[src/logic/radio_cal_pkg.sv]
// constants, register map and types for the front-end calibration register bank
package radio_cal_pkg;

  localparam int NUM_REGS = 8;

  // register addresses on the serial port (6-bit address space)
  localparam logic [5:0] ADDR_GAIN_CONTROL_LOW    = 6'h1d;
  localparam logic [5:0] ADDR_RESERVED_TUNING_A   = 6'h20;
  localparam logic [5:0] ADDR_RX_FRONTEND_BIAS    = 6'h21;
  localparam logic [5:0] ADDR_TX_FRONTEND_CONFIG  = 6'h22;
  localparam logic [5:0] ADDR_SYNTH_CAL_PUMP      = 6'h23;
  localparam logic [5:0] ADDR_SYNTH_CAL_OSC       = 6'h24;
  localparam logic [5:0] ADDR_SYNTH_CAL_CAP_ARRAY = 6'h25;
  localparam logic [5:0] ADDR_SYNTH_CAL_CONTROL   = 6'h26;

  // slot of each register in the bank
  localparam int IDX_GAIN = 0;
  localparam int IDX_RSV  = 1;
  localparam int IDX_RXFE = 2;
  localparam int IDX_TXFE = 3;
  localparam int IDX_PUMP = 4;
  localparam int IDX_OSC  = 5;
  localparam int IDX_CAP  = 6;
  localparam int IDX_CTRL = 7;

  localparam logic [5:0] REG_ADDR [NUM_REGS] = '{
    ADDR_GAIN_CONTROL_LOW, ADDR_RESERVED_TUNING_A, ADDR_RX_FRONTEND_BIAS,
    ADDR_TX_FRONTEND_CONFIG, ADDR_SYNTH_CAL_PUMP, ADDR_SYNTH_CAL_OSC,
    ADDR_SYNTH_CAL_CAP_ARRAY, ADDR_SYNTH_CAL_CONTROL};

  localparam logic [7:0] REG_RESET [NUM_REGS] = '{
    8'h91, 8'hf8, 8'h56, 8'h10, 8'ha9, 8'h0a, 8'h20, 8'h0d};

  // writable bits; the rest are unused and read zero
  localparam logic [7:0] REG_MASK [NUM_REGS] = '{
    8'hff, 8'hfb, 8'hff, 8'h37, 8'hff, 8'h3f, 8'h3f, 8'h7f};

  // field positions
  localparam int AVG_LEN_LSB      = 0;
  localparam int GAIN_HOLD_LSB    = 2;
  localparam int MIX_BIAS_LSB     = 0;
  localparam int RX_LO_BIAS_LSB   = 2;
  localparam int AMP_MIX_BIAS_LSB = 4;
  localparam int LNA_BIAS_LSB     = 6;
  localparam int AMP_LEVEL_LSB    = 0;
  localparam int TX_LO_BIAS_LSB   = 4;
  localparam int PUMP_CUR_LSB     = 0;
  localparam int PUMP_CAL_EN_LSB  = 4;
  localparam int SYNTH_CFG_LSB    = 6;
  localparam int OSC_CUR_LSB      = 0;
  localparam int OSC_CORE_BIT     = 5;
  localparam int CAP_ARRAY_LSB    = 0;
  localparam int CAL_CTRL_LSB     = 0;

  // gain hold encodings
  localparam logic [1:0] HOLD_NONE   = 2'h0;
  localparam logic [1:0] HOLD_ON_SYNC = 2'h1;
  localparam logic [1:0] HOLD_ANALOG = 2'h2;
  localparam logic [1:0] HOLD_BOTH   = 2'h3;

  // averaging and OOK boundary scales, last amp level table entry
  localparam logic [6:0] AVG_BASE_SAMPLES = 7'h08;
  localparam logic [4:0] OOK_STEP_DB      = 5'h04;
  localparam logic [2:0] AMP_TABLE_LAST   = 3'h1;

  // serial header layout
  localparam int HDR_READ_BIT  = 7;
  localparam int HDR_BURST_BIT = 6;
  localparam logic [2:0] BIT_CNT_LAST = 3'h7;

  typedef enum logic [3:0] {
    SPI_IDLE = 4'h1,
    SPI_HEAD = 4'h2,
    SPI_DATA = 4'h4,
    SPI_SKIP = 4'h8
  } spi_state_t;

endpackage

[src/logic/pin_sync.sv]
// two-flop synchroniser for asynchronous pin inputs
`timescale 1ns/1ps
module pin_sync
  import radio_cal_pkg::*;
#(
  parameter int WIDTH = 3
) (
  input  wire logic             core_clk,
  input  wire logic             rst,
  input  wire logic             ce,
  input  wire logic [WIDTH-1:0] async_in,
  input  wire logic [WIDTH-1:0] reset_level,
  output logic      [WIDTH-1:0] sync_out
);

  logic [WIDTH-1:0] meta_q;
  logic [WIDTH-1:0] meta_d;
  logic [WIDTH-1:0] sync_d;

  for (genvar b = 0; b < WIDTH; b++) begin : g_bit
    always_comb begin
      meta_d[b] = async_in[b];
      sync_d[b] = meta_q[b];
    end

    always_ff @(posedge core_clk or posedge rst) begin
      if (rst) begin
        meta_q[b]   <= 1'b1;
        sync_out[b] <= 1'b1;
      end else if (ce) begin
        meta_q[b]   <= meta_d[b];
        sync_out[b] <= sync_d[b];
      end
    end
  end

  // reset_level kept for interface symmetry; pins idle high after reset
  logic unused_level;
  assign unused_level = ^reset_level;

endmodule

[src/logic/field_decode.sv]
// decodes gain, averaging, level and pump fields into registered controls
`timescale 1ns/1ps
module field_decode
  import radio_cal_pkg::*;
(
  input  wire logic       core_clk,
  input  wire logic       rst,
  input  wire logic       ce,
  input  wire logic       fsk4_mode,
  input  wire logic       ook_mode,
  input  wire logic       sync_found,
  input  wire logic [1:0] gain_hold_select,
  input  wire logic [1:0] avg_len_select,
  input  wire logic [2:0] amp_level_index,
  input  wire logic [1:0] pump_cal_enable,
  output logic            hold_analog,
  output logic            hold_digital,
  output logic [6:0]      filter_avg_samples,
  output logic [4:0]      ook_boundary_db,
  output logic            amp_entry_sel,
  output logic            pump_cal_skip
);

  logic       hold_analog_d;
  logic       hold_digital_d;
  logic [6:0] samples_d;
  logic [4:0] boundary_d;
  logic       entry_d;
  logic       skip_d;

  always_comb begin
    hold_analog_d  = 1'b0;
    hold_digital_d = 1'b0;
    unique case (gain_hold_select)
      HOLD_NONE: begin
        hold_analog_d  = 1'b0;
      end
      HOLD_ON_SYNC: begin
        hold_analog_d  = sync_found;
        hold_digital_d = sync_found;
      end
      HOLD_ANALOG: begin
        hold_analog_d  = 1'b1;
      end
      HOLD_BOTH: begin
        hold_analog_d  = 1'b1;
        hold_digital_d = 1'b1;
      end
    endcase
    samples_d = fsk4_mode ? (AVG_BASE_SAMPLES << avg_len_select) : 7'h00;
    boundary_d = ook_mode ? 5'(OOK_STEP_DB * ({3'h0, avg_len_select} + 5'h01)) : 5'h00;
    // index clamped to last table entry
    entry_d = (amp_level_index >= AMP_TABLE_LAST);
    skip_d = (pump_cal_enable == 2'h0);
  end

  always_ff @(posedge core_clk or posedge rst) begin
    if (rst) begin
      hold_analog        <= 1'b0;
      hold_digital       <= 1'b0;
      filter_avg_samples <= 7'h00;
      ook_boundary_db    <= 5'h00;
      amp_entry_sel      <= 1'b0;
      pump_cal_skip      <= 1'b0;
    end else if (ce) begin
      hold_analog        <= hold_analog_d;
      hold_digital       <= hold_digital_d;
      filter_avg_samples <= samples_d;
      ook_boundary_db    <= boundary_d;
      amp_entry_sel      <= entry_d;
      pump_cal_skip      <= skip_d;
    end
  end

  property p_hold_both;
    @(posedge core_clk) disable iff (rst)
      ce && gain_hold_select == HOLD_BOTH |=> hold_analog && hold_digital;
  endproperty
  a_hold_both: assert property (p_hold_both) else $error("hold both not applied");

  property p_hold_analog;
    @(posedge core_clk) disable iff (rst)
      ce && gain_hold_select == HOLD_ANALOG |=> hold_analog && !hold_digital;
  endproperty
  a_hold_analog: assert property (p_hold_analog) else $error("analog hold wrong");

  property p_hold_sync;
    @(posedge core_clk) disable iff (rst)
      ce && gain_hold_select == HOLD_ON_SYNC |=> hold_digital == $past(sync_found);
  endproperty
  a_hold_sync: assert property (p_hold_sync) else $error("sync hold wrong");

  property p_avg_len;
    @(posedge core_clk) disable iff (rst)
      ce && fsk4_mode && avg_len_select == 2'h3 |=> filter_avg_samples == 7'h40;
  endproperty
  a_avg_len: assert property (p_avg_len) else $error("averaging length wrong");

  property p_ook_db;
    @(posedge core_clk) disable iff (rst)
      ce && ook_mode && avg_len_select == 2'h2 |=> ook_boundary_db == 5'h0c;
  endproperty
  a_ook_db: assert property (p_ook_db) else $error("ook boundary wrong");

  property p_pump_skip;
    @(posedge core_clk) disable iff (rst)
      ce ##1 ce |-> pump_cal_skip == ($past(pump_cal_enable) == 2'h0);
  endproperty
  a_pump_skip: assert property (p_pump_skip) else $error("pump skip wrong");

endmodule

[src/logic/radio_cal_regs.sv]
// serial-port register bank for front-end bias and synthesizer calibration
`timescale 1ns/1ps
module radio_cal_regs
  import radio_cal_pkg::*;
(
  input  wire logic core_clk,
  input  wire logic rst,
  input  wire logic ce,
  input  wire logic spi_cs_n,
  input  wire logic spi_sclk,
  input  wire logic spi_si,
  output logic      spi_so,
  output logic      spi_so_oe,
  input  wire logic fsk4_mode,
  input  wire logic ook_mode,
  input  wire logic sync_found,
  output logic      hold_analog,
  output logic      hold_digital,
  output logic [6:0] filter_avg_samples,
  output logic [4:0] ook_boundary_db,
  output logic [1:0] low_noise_amp_bias,
  output logic [1:0] amp_to_mixer_bias,
  output logic [1:0] rx_local_osc_buffer_bias,
  output logic [1:0] mixer_bias,
  output logic [1:0] tx_local_osc_buffer_bias,
  output logic [2:0] amp_level_index,
  output logic      amp_entry_sel,
  output logic      pump_cal_skip,
  output logic [3:0] pump_current_exp,
  output logic [1:0] synth_cal_cfg,
  output logic      osc_core_high_select,
  output logic [4:0] osc_current_cal,
  output logic [5:0] cap_array_cal,
  output logic [6:0] synth_cal_ctrl,
  output logic [7:0] reserved_tuning
);

  logic [2:0] pins_s;
  logic       cs_n_s;
  logic       sclk_s;
  logic       si_s;

  pin_sync #(.WIDTH(3)) u_sync (
    .core_clk    (core_clk),
    .rst         (rst),
    .ce          (ce),
    .async_in    ({spi_cs_n, spi_sclk, spi_si}),
    .reset_level (3'h7),
    .sync_out    (pins_s)
  );

  assign cs_n_s = pins_s[2];
  assign sclk_s = pins_s[1];
  assign si_s   = pins_s[0];

  // serial front end state
  spi_state_t state_q;
  spi_state_t state_d;
  logic       sclk_prev_q;
  logic       sclk_prev_d;
  logic [2:0] bit_cnt_q;
  logic [2:0] bit_cnt_d;
  logic [7:0] shift_q;
  logic [7:0] shift_d;
  logic [7:0] tx_q;
  logic [7:0] tx_d;
  logic [5:0] addr_q;
  logic [5:0] addr_d;
  logic       read_q;
  logic       read_d;
  logic       burst_q;
  logic       burst_d;
  logic       wr_stb_q;
  logic       wr_stb_d;
  logic [5:0] wr_addr_q;
  logic [5:0] wr_addr_d;
  logic [7:0] wdata_q;
  logic [7:0] wdata_d;
  logic       so_d;
  logic       so_oe_d;

  logic [7:0] bank_q [NUM_REGS];
  logic [7:0] bank_d [NUM_REGS];

  logic       rise;
  logic       fall;
  logic [7:0] byte_in;
  logic [5:0] addr_next;

  assign rise      = sclk_s & ~sclk_prev_q;
  assign fall      = ~sclk_s & sclk_prev_q;
  assign byte_in   = {shift_q[6:0], si_s};
  assign addr_next = addr_q + 6'h01;

  // unmapped addresses read zero
  function automatic logic [7:0] read_value(input logic [5:0] a);
    logic [7:0] v;
    v = 8'h00;
    for (int i = 0; i < NUM_REGS; i++) begin
      if (REG_ADDR[i] == a) begin
        v = bank_q[i];
      end
    end
    return v;
  endfunction

  always_comb begin
    state_d     = state_q;
    sclk_prev_d = sclk_s;
    bit_cnt_d   = bit_cnt_q;
    shift_d     = shift_q;
    tx_d        = tx_q;
    addr_d      = addr_q;
    read_d      = read_q;
    burst_d     = burst_q;
    wr_stb_d    = 1'b0;
    wr_addr_d   = wr_addr_q;
    wdata_d     = wdata_q;
    so_d        = spi_so;
    so_oe_d     = 1'b1;
    if (cs_n_s) begin
      state_d   = SPI_IDLE;
      bit_cnt_d = 3'h0;
      // drop leftover read bits so the next header shifts out zeros
      tx_d      = 8'h00;
      so_d      = 1'b0;
      so_oe_d   = 1'b0;
    end else begin
      if (fall && state_q != SPI_IDLE) begin
        so_d = tx_q[7];
        tx_d = {tx_q[6:0], 1'b0};
      end
      unique case (state_q)
        SPI_IDLE, SPI_HEAD: begin
          state_d = SPI_HEAD;
          if (rise) begin
            shift_d   = byte_in;
            bit_cnt_d = bit_cnt_q + 3'h1;
            if (bit_cnt_q == BIT_CNT_LAST) begin
              addr_d  = byte_in[5:0];
              read_d  = byte_in[HDR_READ_BIT];
              burst_d = byte_in[HDR_BURST_BIT];
              tx_d    = read_value(byte_in[5:0]);
              state_d = SPI_DATA;
            end
          end
        end
        SPI_DATA: begin
          if (rise) begin
            shift_d   = byte_in;
            bit_cnt_d = bit_cnt_q + 3'h1;
            if (bit_cnt_q == BIT_CNT_LAST) begin
              if (!read_q) begin
                wr_stb_d  = 1'b1;
                wr_addr_d = addr_q;
                wdata_d   = byte_in;
              end
              if (burst_q) begin
                addr_d = addr_next;
                tx_d   = read_value(addr_next);
              end else begin
                state_d = SPI_SKIP;
              end
            end
          end
        end
        SPI_SKIP: begin
          state_d = SPI_SKIP;
        end
      endcase
    end
  end

  always_ff @(posedge core_clk or posedge rst) begin
    if (rst) begin
      state_q     <= SPI_IDLE;
      sclk_prev_q <= 1'b1;
      bit_cnt_q   <= 3'h0;
      shift_q     <= 8'h00;
      tx_q        <= 8'h00;
      addr_q      <= 6'h00;
      read_q      <= 1'b0;
      burst_q     <= 1'b0;
      wr_stb_q    <= 1'b0;
      wr_addr_q   <= 6'h00;
      wdata_q     <= 8'h00;
      spi_so      <= 1'b0;
      spi_so_oe   <= 1'b0;
    end else if (ce) begin
      state_q     <= state_d;
      sclk_prev_q <= sclk_prev_d;
      bit_cnt_q   <= bit_cnt_d;
      shift_q     <= shift_d;
      tx_q        <= tx_d;
      addr_q      <= addr_d;
      read_q      <= read_d;
      burst_q     <= burst_d;
      wr_stb_q    <= wr_stb_d;
      wr_addr_q   <= wr_addr_d;
      wdata_q     <= wdata_d;
      spi_so      <= so_d;
      spi_so_oe   <= so_oe_d;
    end
  end

  // register bank
  always_comb begin
    for (int i = 0; i < NUM_REGS; i++) begin
      bank_d[i] = bank_q[i];
      if (wr_stb_q && wr_addr_q == REG_ADDR[i]) begin
        bank_d[i] = wdata_q & REG_MASK[i];
      end
    end
  end

  always_ff @(posedge core_clk or posedge rst) begin
    if (rst) begin
      for (int i = 0; i < NUM_REGS; i++) begin
        bank_q[i] <= REG_RESET[i];
      end
    end else if (ce) begin
      for (int i = 0; i < NUM_REGS; i++) begin
        bank_q[i] <= bank_d[i];
      end
    end
  end

  // fields straight from the bank
  assign reserved_tuning          = bank_q[IDX_RSV];
  assign low_noise_amp_bias       = bank_q[IDX_RXFE][LNA_BIAS_LSB +: 2];
  assign amp_to_mixer_bias        = bank_q[IDX_RXFE][AMP_MIX_BIAS_LSB +: 2];
  assign rx_local_osc_buffer_bias = bank_q[IDX_RXFE][RX_LO_BIAS_LSB +: 2];
  assign mixer_bias               = bank_q[IDX_RXFE][MIX_BIAS_LSB +: 2];
  assign tx_local_osc_buffer_bias = bank_q[IDX_TXFE][TX_LO_BIAS_LSB +: 2];
  assign amp_level_index          = bank_q[IDX_TXFE][AMP_LEVEL_LSB +: 3];
  assign pump_current_exp         = bank_q[IDX_PUMP][PUMP_CUR_LSB +: 4];
  assign synth_cal_cfg            = bank_q[IDX_PUMP][SYNTH_CFG_LSB +: 2];
  assign osc_core_high_select     = bank_q[IDX_OSC][OSC_CORE_BIT];
  assign osc_current_cal          = bank_q[IDX_OSC][OSC_CUR_LSB +: 5];
  assign cap_array_cal            = bank_q[IDX_CAP][CAP_ARRAY_LSB +: 6];
  assign synth_cal_ctrl           = bank_q[IDX_CTRL][CAL_CTRL_LSB +: 7];

  field_decode u_decode (
    .core_clk           (core_clk),
    .rst                (rst),
    .ce                 (ce),
    .fsk4_mode          (fsk4_mode),
    .ook_mode           (ook_mode),
    .sync_found         (sync_found),
    .gain_hold_select   (bank_q[IDX_GAIN][GAIN_HOLD_LSB +: 2]),
    .avg_len_select     (bank_q[IDX_GAIN][AVG_LEN_LSB +: 2]),
    .amp_level_index    (bank_q[IDX_TXFE][AMP_LEVEL_LSB +: 3]),
    .pump_cal_enable    (bank_q[IDX_PUMP][PUMP_CAL_EN_LSB +: 2]),
    .hold_analog        (hold_analog),
    .hold_digital       (hold_digital),
    .filter_avg_samples (filter_avg_samples),
    .ook_boundary_db    (ook_boundary_db),
    .amp_entry_sel      (amp_entry_sel),
    .pump_cal_skip      (pump_cal_skip)
  );

  property p_amp_entry;
    @(posedge core_clk) disable iff (rst)
      ce && amp_level_index == 3'h0 |=> !amp_entry_sel;
  endproperty
  a_amp_entry: assert property (p_amp_entry) else $error("level entry select wrong");

  property p_pump_write;
    @(posedge core_clk) disable iff (rst)
      ce && wr_stb_q && wr_addr_q == ADDR_SYNTH_CAL_PUMP
        |=> pump_current_exp == $past(wdata_q[3:0]);
  endproperty
  a_pump_write: assert property (p_pump_write) else $error("pump result not stored");

  property p_core_write;
    @(posedge core_clk) disable iff (rst)
      ce && wr_stb_q && wr_addr_q == ADDR_SYNTH_CAL_OSC
        |=> osc_core_high_select == $past(wdata_q[5]);
  endproperty
  a_core_write: assert property (p_core_write) else $error("core select not stored");

  property p_osc_override;
    @(posedge core_clk) disable iff (rst)
      ce && wr_stb_q && wr_addr_q == ADDR_SYNTH_CAL_OSC
        |=> osc_current_cal == $past(wdata_q[4:0]);
  endproperty
  a_osc_override: assert property (p_osc_override) else $error("osc override lost");

  property p_cap_reset;
    @(posedge core_clk) disable iff (rst)
      $fell(rst) |-> cap_array_cal == 6'h20;
  endproperty
  a_cap_reset: assert property (p_cap_reset) else $error("cap array reset wrong");

  property p_unused_zero;
    @(posedge core_clk) disable iff (rst)
      ce && wr_stb_q && wr_addr_q == ADDR_TX_FRONTEND_CONFIG
        |=> bank_q[IDX_TXFE][7:6] == 2'h0 && !bank_q[IDX_TXFE][3];
  endproperty
  a_unused_zero: assert property (p_unused_zero) else $error("unused bits stored");

  property p_hold_value;
    @(posedge core_clk) disable iff (rst)
      !wr_stb_q |=> $stable(cap_array_cal) && $stable(synth_cal_ctrl);
  endproperty
  a_hold_value: assert property (p_hold_value) else $error("field changed unwritten");

  property p_read_load;
    @(posedge core_clk) disable iff (rst)
      ce && !cs_n_s && state_q == SPI_HEAD && rise && bit_cnt_q == BIT_CNT_LAST
        && byte_in[5:0] == ADDR_SYNTH_CAL_CAP_ARRAY
        |=> tx_q == {2'h0, cap_array_cal} || $past(wr_stb_q);
  endproperty
  a_read_load: assert property (p_read_load) else $error("read data not loaded");

endmodule

[config.mk]
export PLATFORM = sky130hd
export DESIGN_NAME = radio_cal_regs
export DESIGN_NICKNAME = d
export VERILOG_FILES = /design/src/logic/radio_cal_pkg.sv /design/src/logic/pin_sync.sv /design/src/logic/field_decode.sv /design/src/logic/radio_cal_regs.sv
export SDC_FILE = /design/constraint.sdc
export NUM_CORES = 1
export LEC_CHECK = 0
export BUFFER_PORTS_ARGS = -buffer_cell sky130_fd_sc_hd__buf_2
export CAP_MARGIN = 10
export CORE_UTILIZATION = 50
export DETAILED_ROUTE_END_ITERATION = 10
export PLACE_DENSITY_LB_ADDON = 0.08
export SYNTH_ARGS = -nofsm -noshare
export SYNTH_HDL_FRONTEND = slang
export SYNTH_SLANG_ARGS = --single-unit
[constraint.sdc]
create_clock -name core_clk -period 8.4 [get_ports core_clk]
set_input_delay 1.26 -clock core_clk [delete_from_list [all_inputs] [get_ports core_clk]]
set_output_delay 1.26 -clock core_clk [all_outputs]
set_load 0.05 [all_outputs]
# == Word level (Yosys, flattened, before mapping) ==
# Cells that the tools add are included.
# classes
addsub,3
bitwise,6
n_shift,1
n_mux,52
eq_ne,41
n_reduce_logical,33
order_cmp,1
# op_table
op,count
2-to-1 mux 8 bit,23
"== test 6 bit, first input constant",14
"== test 6 bit, second input constant",7
2-to-1 mux 6 bit,5
AND reduction 2 bit,9
2-to-1 mux 4 bit,4
case mux 8 bit (2 select lines),1
2-to-1 mux 3 bit,5
"== test 5 x 6 -> 1 bit, first input constant",2
case mux 4 bit (3 select lines),1
case mux 6 bit (2 select lines),1
"!= test 2 bit, second input constant",5
logical AND 1 bit,9
"!= test 3 x 2 -> 1 bit, second input constant",3
2-to-1 mux 1 bit,8
AND reduction 4 bit,2
AND reduction 8 bit,1
nonzero test 2 bit,4
2-to-1 mux 7 bit,1
"<< shifter 4 x 2 -> 7 bit, first input constant",1
"adder 6 x 1 -> 6 bit, second input constant",1
"== test 6 x 5 -> 1 bit, second input constant",1
AND reduction 6 bit,1
2-to-1 mux 5 bit,1
other kinds (20),27
# totals
output_inout_bits,64
register_bits,125
in_bits,9
wordCells,170

# == Longest topological paths before layout ==
# Gate-level depths: netlist of the first run.
# depth
depth_word,15
depth_mapped,10
mapped_depth_nobuf,9

# == By module ==
# Synthesis of the first run repeated with hierarchy kept, for this count alone.
# hier_totals
hier_cells,719
area_unflattened_um2,7224.4
# modules_own_cells
module,area_each_um2,seq_area_each_um2,cells_each,n_inst
radio_cal_regs,6378.6,2608.8,647,1
field_decode,583.1,275.3,58,1
pin_sync,262.8,157.7,14,1

# == Least setup slack after synthesis of the first run ==
# No wires, ideal clock.
# synth_path
path_kind,input -> register
from,input port ce
to,register tx_q[5]
cell_stages,6
slack_ns,5.849
path_buffers,1
arrival_time_ns,2.412
path_cell_list,nand2b_1 -> clkbuf_1 -> nor3_2 -> nand2_1 -> o2bb2ai_1 -> or4_1
# synth_rtl
element,line_no,source
"start, declared",radio_cal_regs.sv:8,"input wire logic ce,"
"end signal, assigned",radio_cal_regs.sv:194,tx_q <= tx_d;
"end, declared",radio_cal_regs.sv:65,logic [7:0] tx_q;

# == Worst setup path after layout of the first run ==
# layout_path
from,input port ce
to,register wdata_q[1]
# layout_between
elab_chain_len,1
# layout_lines
element,line_no,source
AND reduction 6 bit (no source line),n/a,
"end signal, assigned",radio_cal_regs.sv:200,wdata_q <= wdata_d;
"end, declared",radio_cal_regs.sv:77,logic [7:0] wdata_q;
# No other way between the ends.
# A chain may end at the register's enable or synchronous reset.

==> results.cfg, run 1 <==
[status]
status = finished, final reports clean

[grt]
grt_pass1_vias = 5468
grt_use_total = 0.292
grt_pass1_wl_mm = 31.9
grt_max_degree = 65
antenna_found_initial = 0
overflow = 0

[synthesis]
synthFlopType = dfrtp_1
synthTopCellsByArea = dfrtp_1 31%, mux2_2 12%, dfstp_2 11%
ys_async_sr_fraction = 1.00
synth_top_area_share = 0.311
ys_types = 79
syn_area_um2 = 7160
ys_ff_latch = 120
synth-edff-count = 0
ys_seq_area_frac = 0.425
syn-mean-instance-area_um2 = 9.96
yosysTopAreaCell = dfrtp_1
synth_cells = 719
yosysWarnings = 0

[clock_network]
clk_pin_slew_ns = 0.06
cts_setup_buffers = 0
htreeDepth = 4
clk_latency_ns = 0.42
cts_max_path_buffers = 2
cts_buffers = 17
cts_hold_buffers = 0
cts_sinks = 120
cts_root_buf = clkbuf_16
cts_tree = yes
cts_resized = 0

[sta]
fin_crit_ns = 3.49
fmax_ghz = 0.287
whs_ns = 0.483
rsz0062_at_grt = no
slew_headroom = 0.303
drv_slew = 0
setup_viol = 0
hold_viol_final = 0
worst_clock_skew_ns = 0.00613
final.setup.tns_ns = 0
fin_crit_sh = 0.415
worst_pin_slew_ns = 1.04

[drt]
first_pass_iters = 8
ant_nets = 0
wl_per_cell_um = 22.2
routed_wl_mm = 20.2
vias = 5686
drc_errors = 0
drt_iter0_drc = 592
avgViaCountPerCell = 6.23

[power_and_ir_drop]
powerDensity_nw_per_um2 = 214
pwr-share-seq = 0.415
p_clk_frac = 0.447
total_power_mw = 1.67
internal_power_mw = 1.18
peakVddDrop_mv = 0.135
p_sw_uw = 490
power_leakage_nw = 3.47
combPwrFrac = 0.138
p_sw_frac = 0.293

[finish]
layout-drive-gt1-share = 0.306
area_delta_synth_final_pct = 8.98
diodes = 0
nets = 739

[place]
port_buffers = 66
hpwl_mm = 14.1
gp_congestion = 0.888

[job]
cap_violations = 0

[floorplanning]
core_um2 = 13900
dieArea_um2 = 14800
rows = 43
chipHeight_um = 122
ios = 73
fp.dieW_um = 122
start_util = 0.514

[worst_hold_path]
min_path_type = flip-flop to flip-flop
min_path_cells = 1

[worst_setup_path]
cp.arrival_ns = 3.80
critPathMaxFanout = 42
r2r_cells = 6
worstSetupStartpointType = input pin
worstPathRequired_ns = 8.71
path_class = input pin to flip-flop
cp-end-kind = flip-flop
## final timing paths
path	from	endpoint	slack, ns
setup / recovery	ce	wdata_q[1]$_DFFE_PP0P_	4.91
hold reg to reg	spi_so_oe$_DFFE_PP0P_	spi_so_oe$_DFFE_PP0P_	0.48
max in group asynchronous	rst	amp_level_index[1]$_DFFE_PP0P_	6.10
setup reg to reg	shift_q[0]$_DFFE_PP0P_	tx_q[4]$_DFFE_PP0P_	5.27
min in group asynchronous	rst	addr_q[3]$_DFFE_PP0P_	0.96
hold / removal	spi_so_oe$_DFFE_PP0P_	spi_so_oe$_DFFE_PP0P_	0.48
## cells in the mapped netlist (all sizes together) (20+ instances only)
cell    count
nand3      20
o21ai      45
mux2       82
a21oi      43
buf        67
dfstp      31
clkbuf     27
inv        26
nand2      62
nor2       39
dfrtp      89
## metal layers
| metal | GRT usage | up-vias | part of all wire |
|---|---|---|---|
| met2 | 0.437 | 264 | 0.45 |
| li1 | - | 2569 | - |
| met5 | 0 | - | 0 |
| met4 | 0.123 | 0 | 0.027 |
| met3 | 0.0679 | 43 | 0.073 |
| met1 | 0.405 | 2810 | 0.45 |
## registers in the layout, indices dropped and copies added, names as in the netlist, 7 cells and up
name / cells
bank_q: 10
shift_q: 7
wdata_q: 8
tx_q: 8
synth_cal_ctrl: 7
reserved_tuning: 7
## power by group through the flow
stage	clock network, mW	logic (mW)	registers (mW)
4_1_cts	0.762	0.229	0.692
2_1_floorplan	0	0.189	0.667
3_5_place_dp	0	0.227	0.700
3_3_place_gp	0	0.224	0.701
6_report	0.748	0.231	0.694
5_1_grt	0.789	0.252	0.701
## cell usage in the layout, fill, tap and decap left out, drive strengths merged, types with 5 or more instances in the layout
cell	instances
mux2i	11
nor4	5
a21oi	43
dfrtp	89
nand2	62
dfstp	31
nand3	20
inv	26
nand4	8
a21o	8
nand2b	7
clkinv	5
clkbuf	21
o2bb2ai	6
nor3	10
mux2	82
o31ai	7
nor2b	11
nor2	39
o221ai	5
o211ai	7
ha	11
a31oi	6
nand3b	5
conb	6
o21ai	45
buf	70
and2	6
## final cells by class
| class | count | area, um2 |
|---|---|---|
| Multi-Input combinational cell | 483 | 3460 |
| Sequential cell | 120 | 3040 |
| Clock inverter | 11 | 148 |
| Timing Repair Buffer | 70 | 360 |
| Fill cell | 1270 | 6130 |
| Clock buffer | 21 | 460 |
| Inverter | 27 | 104 |
| Tap cell | 180 | 225 |
## cell families after synthesis
family	Yosys count	synth area share
and+or+nand+nor	195	0.145
AOI/OAI and AO/OA	176	0.168
buffers and inverters	121	0.0949
DFF	120	0.425
muxes	93	0.144
adders and majority gates	11	0.0192
xor gates and xnor gates	2	0.00245
other	1	0.000524
## critical path, stage by stage
cell and delay [ns]:
buf_2 0.60, nand2b_1 0.52, nor2_1 0.25, nand2_1 0.11, nor2_2 0.61, mux2_2 0.42
## stage by stage
step | utilization | setup WS [ns] | cells | area (um2)
6_report | 0.560 | 4.91 | 912 | 7800
5_1_grt | 0.560 | 4.70 | 912 | 7800
4_1_cts | 0.560 | 4.95 | 912 | 7800
3_5_place_dp | 0.516 | 4.53 | 880 | 7190
3_3_place_gp | 0.516 | 4.55 | 880 | 7190
2_1_floorplan | - | 4.01 | 724 | 7180
Power figures use the tool's default switching activity.
==> inputs of run 2 (changes only) <==
==> constraint.sdc (replaced) <==
create_clock -name core_clk -period 3.34 [get_ports core_clk]
set_input_delay 0.501 -clock core_clk [delete_from_list [all_inputs] [get_ports core_clk]]
set_output_delay 0.501 -clock core_clk [all_outputs]
set_load 0.05 [all_outputs]
==> results.cfg, run 2 (same netlist as run 1, synthesis figures left out) <==
[status]
status = finished, final reports clean

[worst_setup_path]
path_delay_family = simple AND/OR/NAND/NOR gates
critPathBufInv = 0
cp.arrival_ns = 3.07
slowest_stage = dfrtp_1
reg2reg_setup_slack_ns = 0.57
critPathMaxFanout = 17
worstPathCellList = ha_1, nand4_1, or3_1, a21bo_4, o21ai_0, o221ai_1, a31oi_1, or4_1
slowest_delay_ns = 0.49
path_class = flip-flop to flip-flop
r2r_cells = 8
cp-end-kind = flip-flop
worstSetupStartpointType = flip-flop
worstPathRequired_ns = 3.64
r2r-end = tx_q[5]$_DFFE_PP0P_
cp.depth = 8
rr_startpoint = addr_q[1]$_DFFE_PP0P_

[clock_network]
cts_resized = 0
htreeDepth = 4
cts_max_path_buffers = 2
cts_root_buf = clkbuf_16
clk_pin_slew_ns = 0.06
cts_tree = yes
cts_hold_buffers = 0
clk_latency_ns = 0.43
cts_setup_buffers = 0
cts_buffers = 17
cts_sinks = 120

[grt]
grt_use_total = 0.302
grt_max_degree = 62
overflow = 0
antenna_found_initial = 0
grt_pass1_wl_mm = 32.4
grt_pass1_vias = 5425

[place]
gp_congestion = 0.920
hpwl_mm = 15.3
port_buffers = 66

[sta]
worst_clock_skew_ns = 0.0111
final.setup.tns_ns = 0
fin_crit_ns = 2.77
setup_viol = 0
slew_headroom = 0.401
drv_slew = 0
whs_ns = 0.159
rsz0062_at_grt = no
worst_pin_slew_ns = 0.898
fin_crit_sh = 0.829
hold_viol_final = 0
fmax_ghz = 0.361

[finish]
mostFrequentLayoutCell = dfrtp_1
largestRegisters = bank_q: 10 flops, tx_q: 8 flops, wdata_q: 8 flops
nets = 753
layout_common_cells = 89 x dfrtp_1, 76 x mux2_2, 66 x buf_2, 62 x nand2_1
area_delta_synth_final_pct = 10.5
top_register = bank_q
fillers = 1224
diodes = 0
layout-drive-gt1-share = 0.320
largest_reg_flops = 10

[drt]
drc_errors = 0
vias = 5737
wl_per_cell_um = 22.8
avgViaCountPerCell = 6.20
drt_iter0_drc = 572
first_pass_iters = 5
ant_nets = 0
routed_wl_mm = 21.1

[worst_hold_path]
min_path_type = input pin to asynchronous set/reset pin

[power_and_ir_drop]
peakVddDrop_mv = 0.402
pwr-share-seq = 0.408
combPwrFrac = 0.153
p_sw_frac = 0.306
power_leakage_nw = 3.53
p_clk_frac = 0.439
powerDensity_nw_per_um2 = 535
p_sw_mw = 1.29
internal_power_mw = 2.94

[floorplanning]
dieArea_um2 = 14800
start_util = 0.514
core_um2 = 13900
chipHeight_um = 122
ios = 73
fp.dieW_um = 122
rows = 43

[job]
cap_violations = 0
==> run 2: routing by layer <==
| layer | track usage | part of all wire | up-vias |
|---|---|---|---|
| met5 | 0 | 0 | - |
| met4 | 0.131 | 0.034 | 0 |
| met3 | 0.0684 | 0.066 | 56 |
| met2 | 0.442 | 0.45 | 247 |
| met1 | 0.427 | 0.45 | 2830 |
| li1 | - | - | 2604 |
==> run 2: power by group through the flow <==
stage | registers, mW | clock network, mW | logic, mW
finish | 1.73 | 1.86 | 0.647
detailed placement | 1.75 | 0 | 0.640
floorplan | 1.68 | 0 | 0.475
global route | 1.74 | 1.96 | 0.698
global placement | 1.74 | 0 | 0.635
CTS | 1.72 | 1.89 | 0.641
==> run 2: how the worst max path moves through the flow <==
stage                        startpoint                  end  slack [ns]
4_1_cts           addr_q[0]$_DFFE_PP0P_  tx_q[4]$_DFFE_PP0P_        0.61
2_1_floorplan  bit_cnt_q[0]$_DFFE_PP0P_  tx_q[4]$_DFFE_PP0P_        1.02
3_5_place_dp      addr_q[1]$_DFFE_PP0P_  tx_q[5]$_DFFE_PP0P_        0.62
5_1_grt           addr_q[1]$_DFFE_PP0P_  tx_q[2]$_DFFE_PP0P_        0.37
3_3_place_gp      addr_q[1]$_DFFE_PP0P_  tx_q[5]$_DFFE_PP0P_        0.68
6_report          addr_q[1]$_DFFE_PP0P_  tx_q[5]$_DFFE_PP0P_        0.57
==> run 2: cell type report <==
cell class / instances / area [um2] / share of cell area
multi-input combinational: 483 / 3460 / 0.438
sequential: 120 / 3040 / 0.384
timing repair buffer: 84 / 478 / 0.0604
clock buffer: 20 / 457 / 0.0577
tap: 180 / 225 / 0.0285
clock inverter: 12 / 143 / 0.0180
inverter: 27 / 105 / 0.0133
==> run 2: stage by stage <==
| step | util | area, um2 | cells | setup slack, ns | total power [mW] |
|---|---|---|---|---|---|
| 2_1_floorplan | - | 7180 | 724 | 1.02 | 2.15 |
| 3_3_place_gp | 0.525 | 7310 | 894 | 0.680 | 2.37 |
| 3_5_place_dp | 0.525 | 7310 | 894 | 0.618 | 2.39 |
| 4_1_cts | 0.568 | 7910 | 926 | 0.615 | 4.25 |
| 5_1_grt | 0.568 | 7910 | 926 | 0.374 | 4.39 |
| 6_report | 0.568 | 7910 | 926 | 0.571 | 4.23 |
==> run 2: worst register-to-register path, cell delays in order (launching register included) <==
cell and delay [ns]:
dfrtp_1 0.49, ha_1 0.34, nand4_1 0.14, or3_1 0.39, a21bo_4 0.33, o21ai_0 0.24, o221ai_1 0.19, a31oi_1 0.12
or4_1 0.40
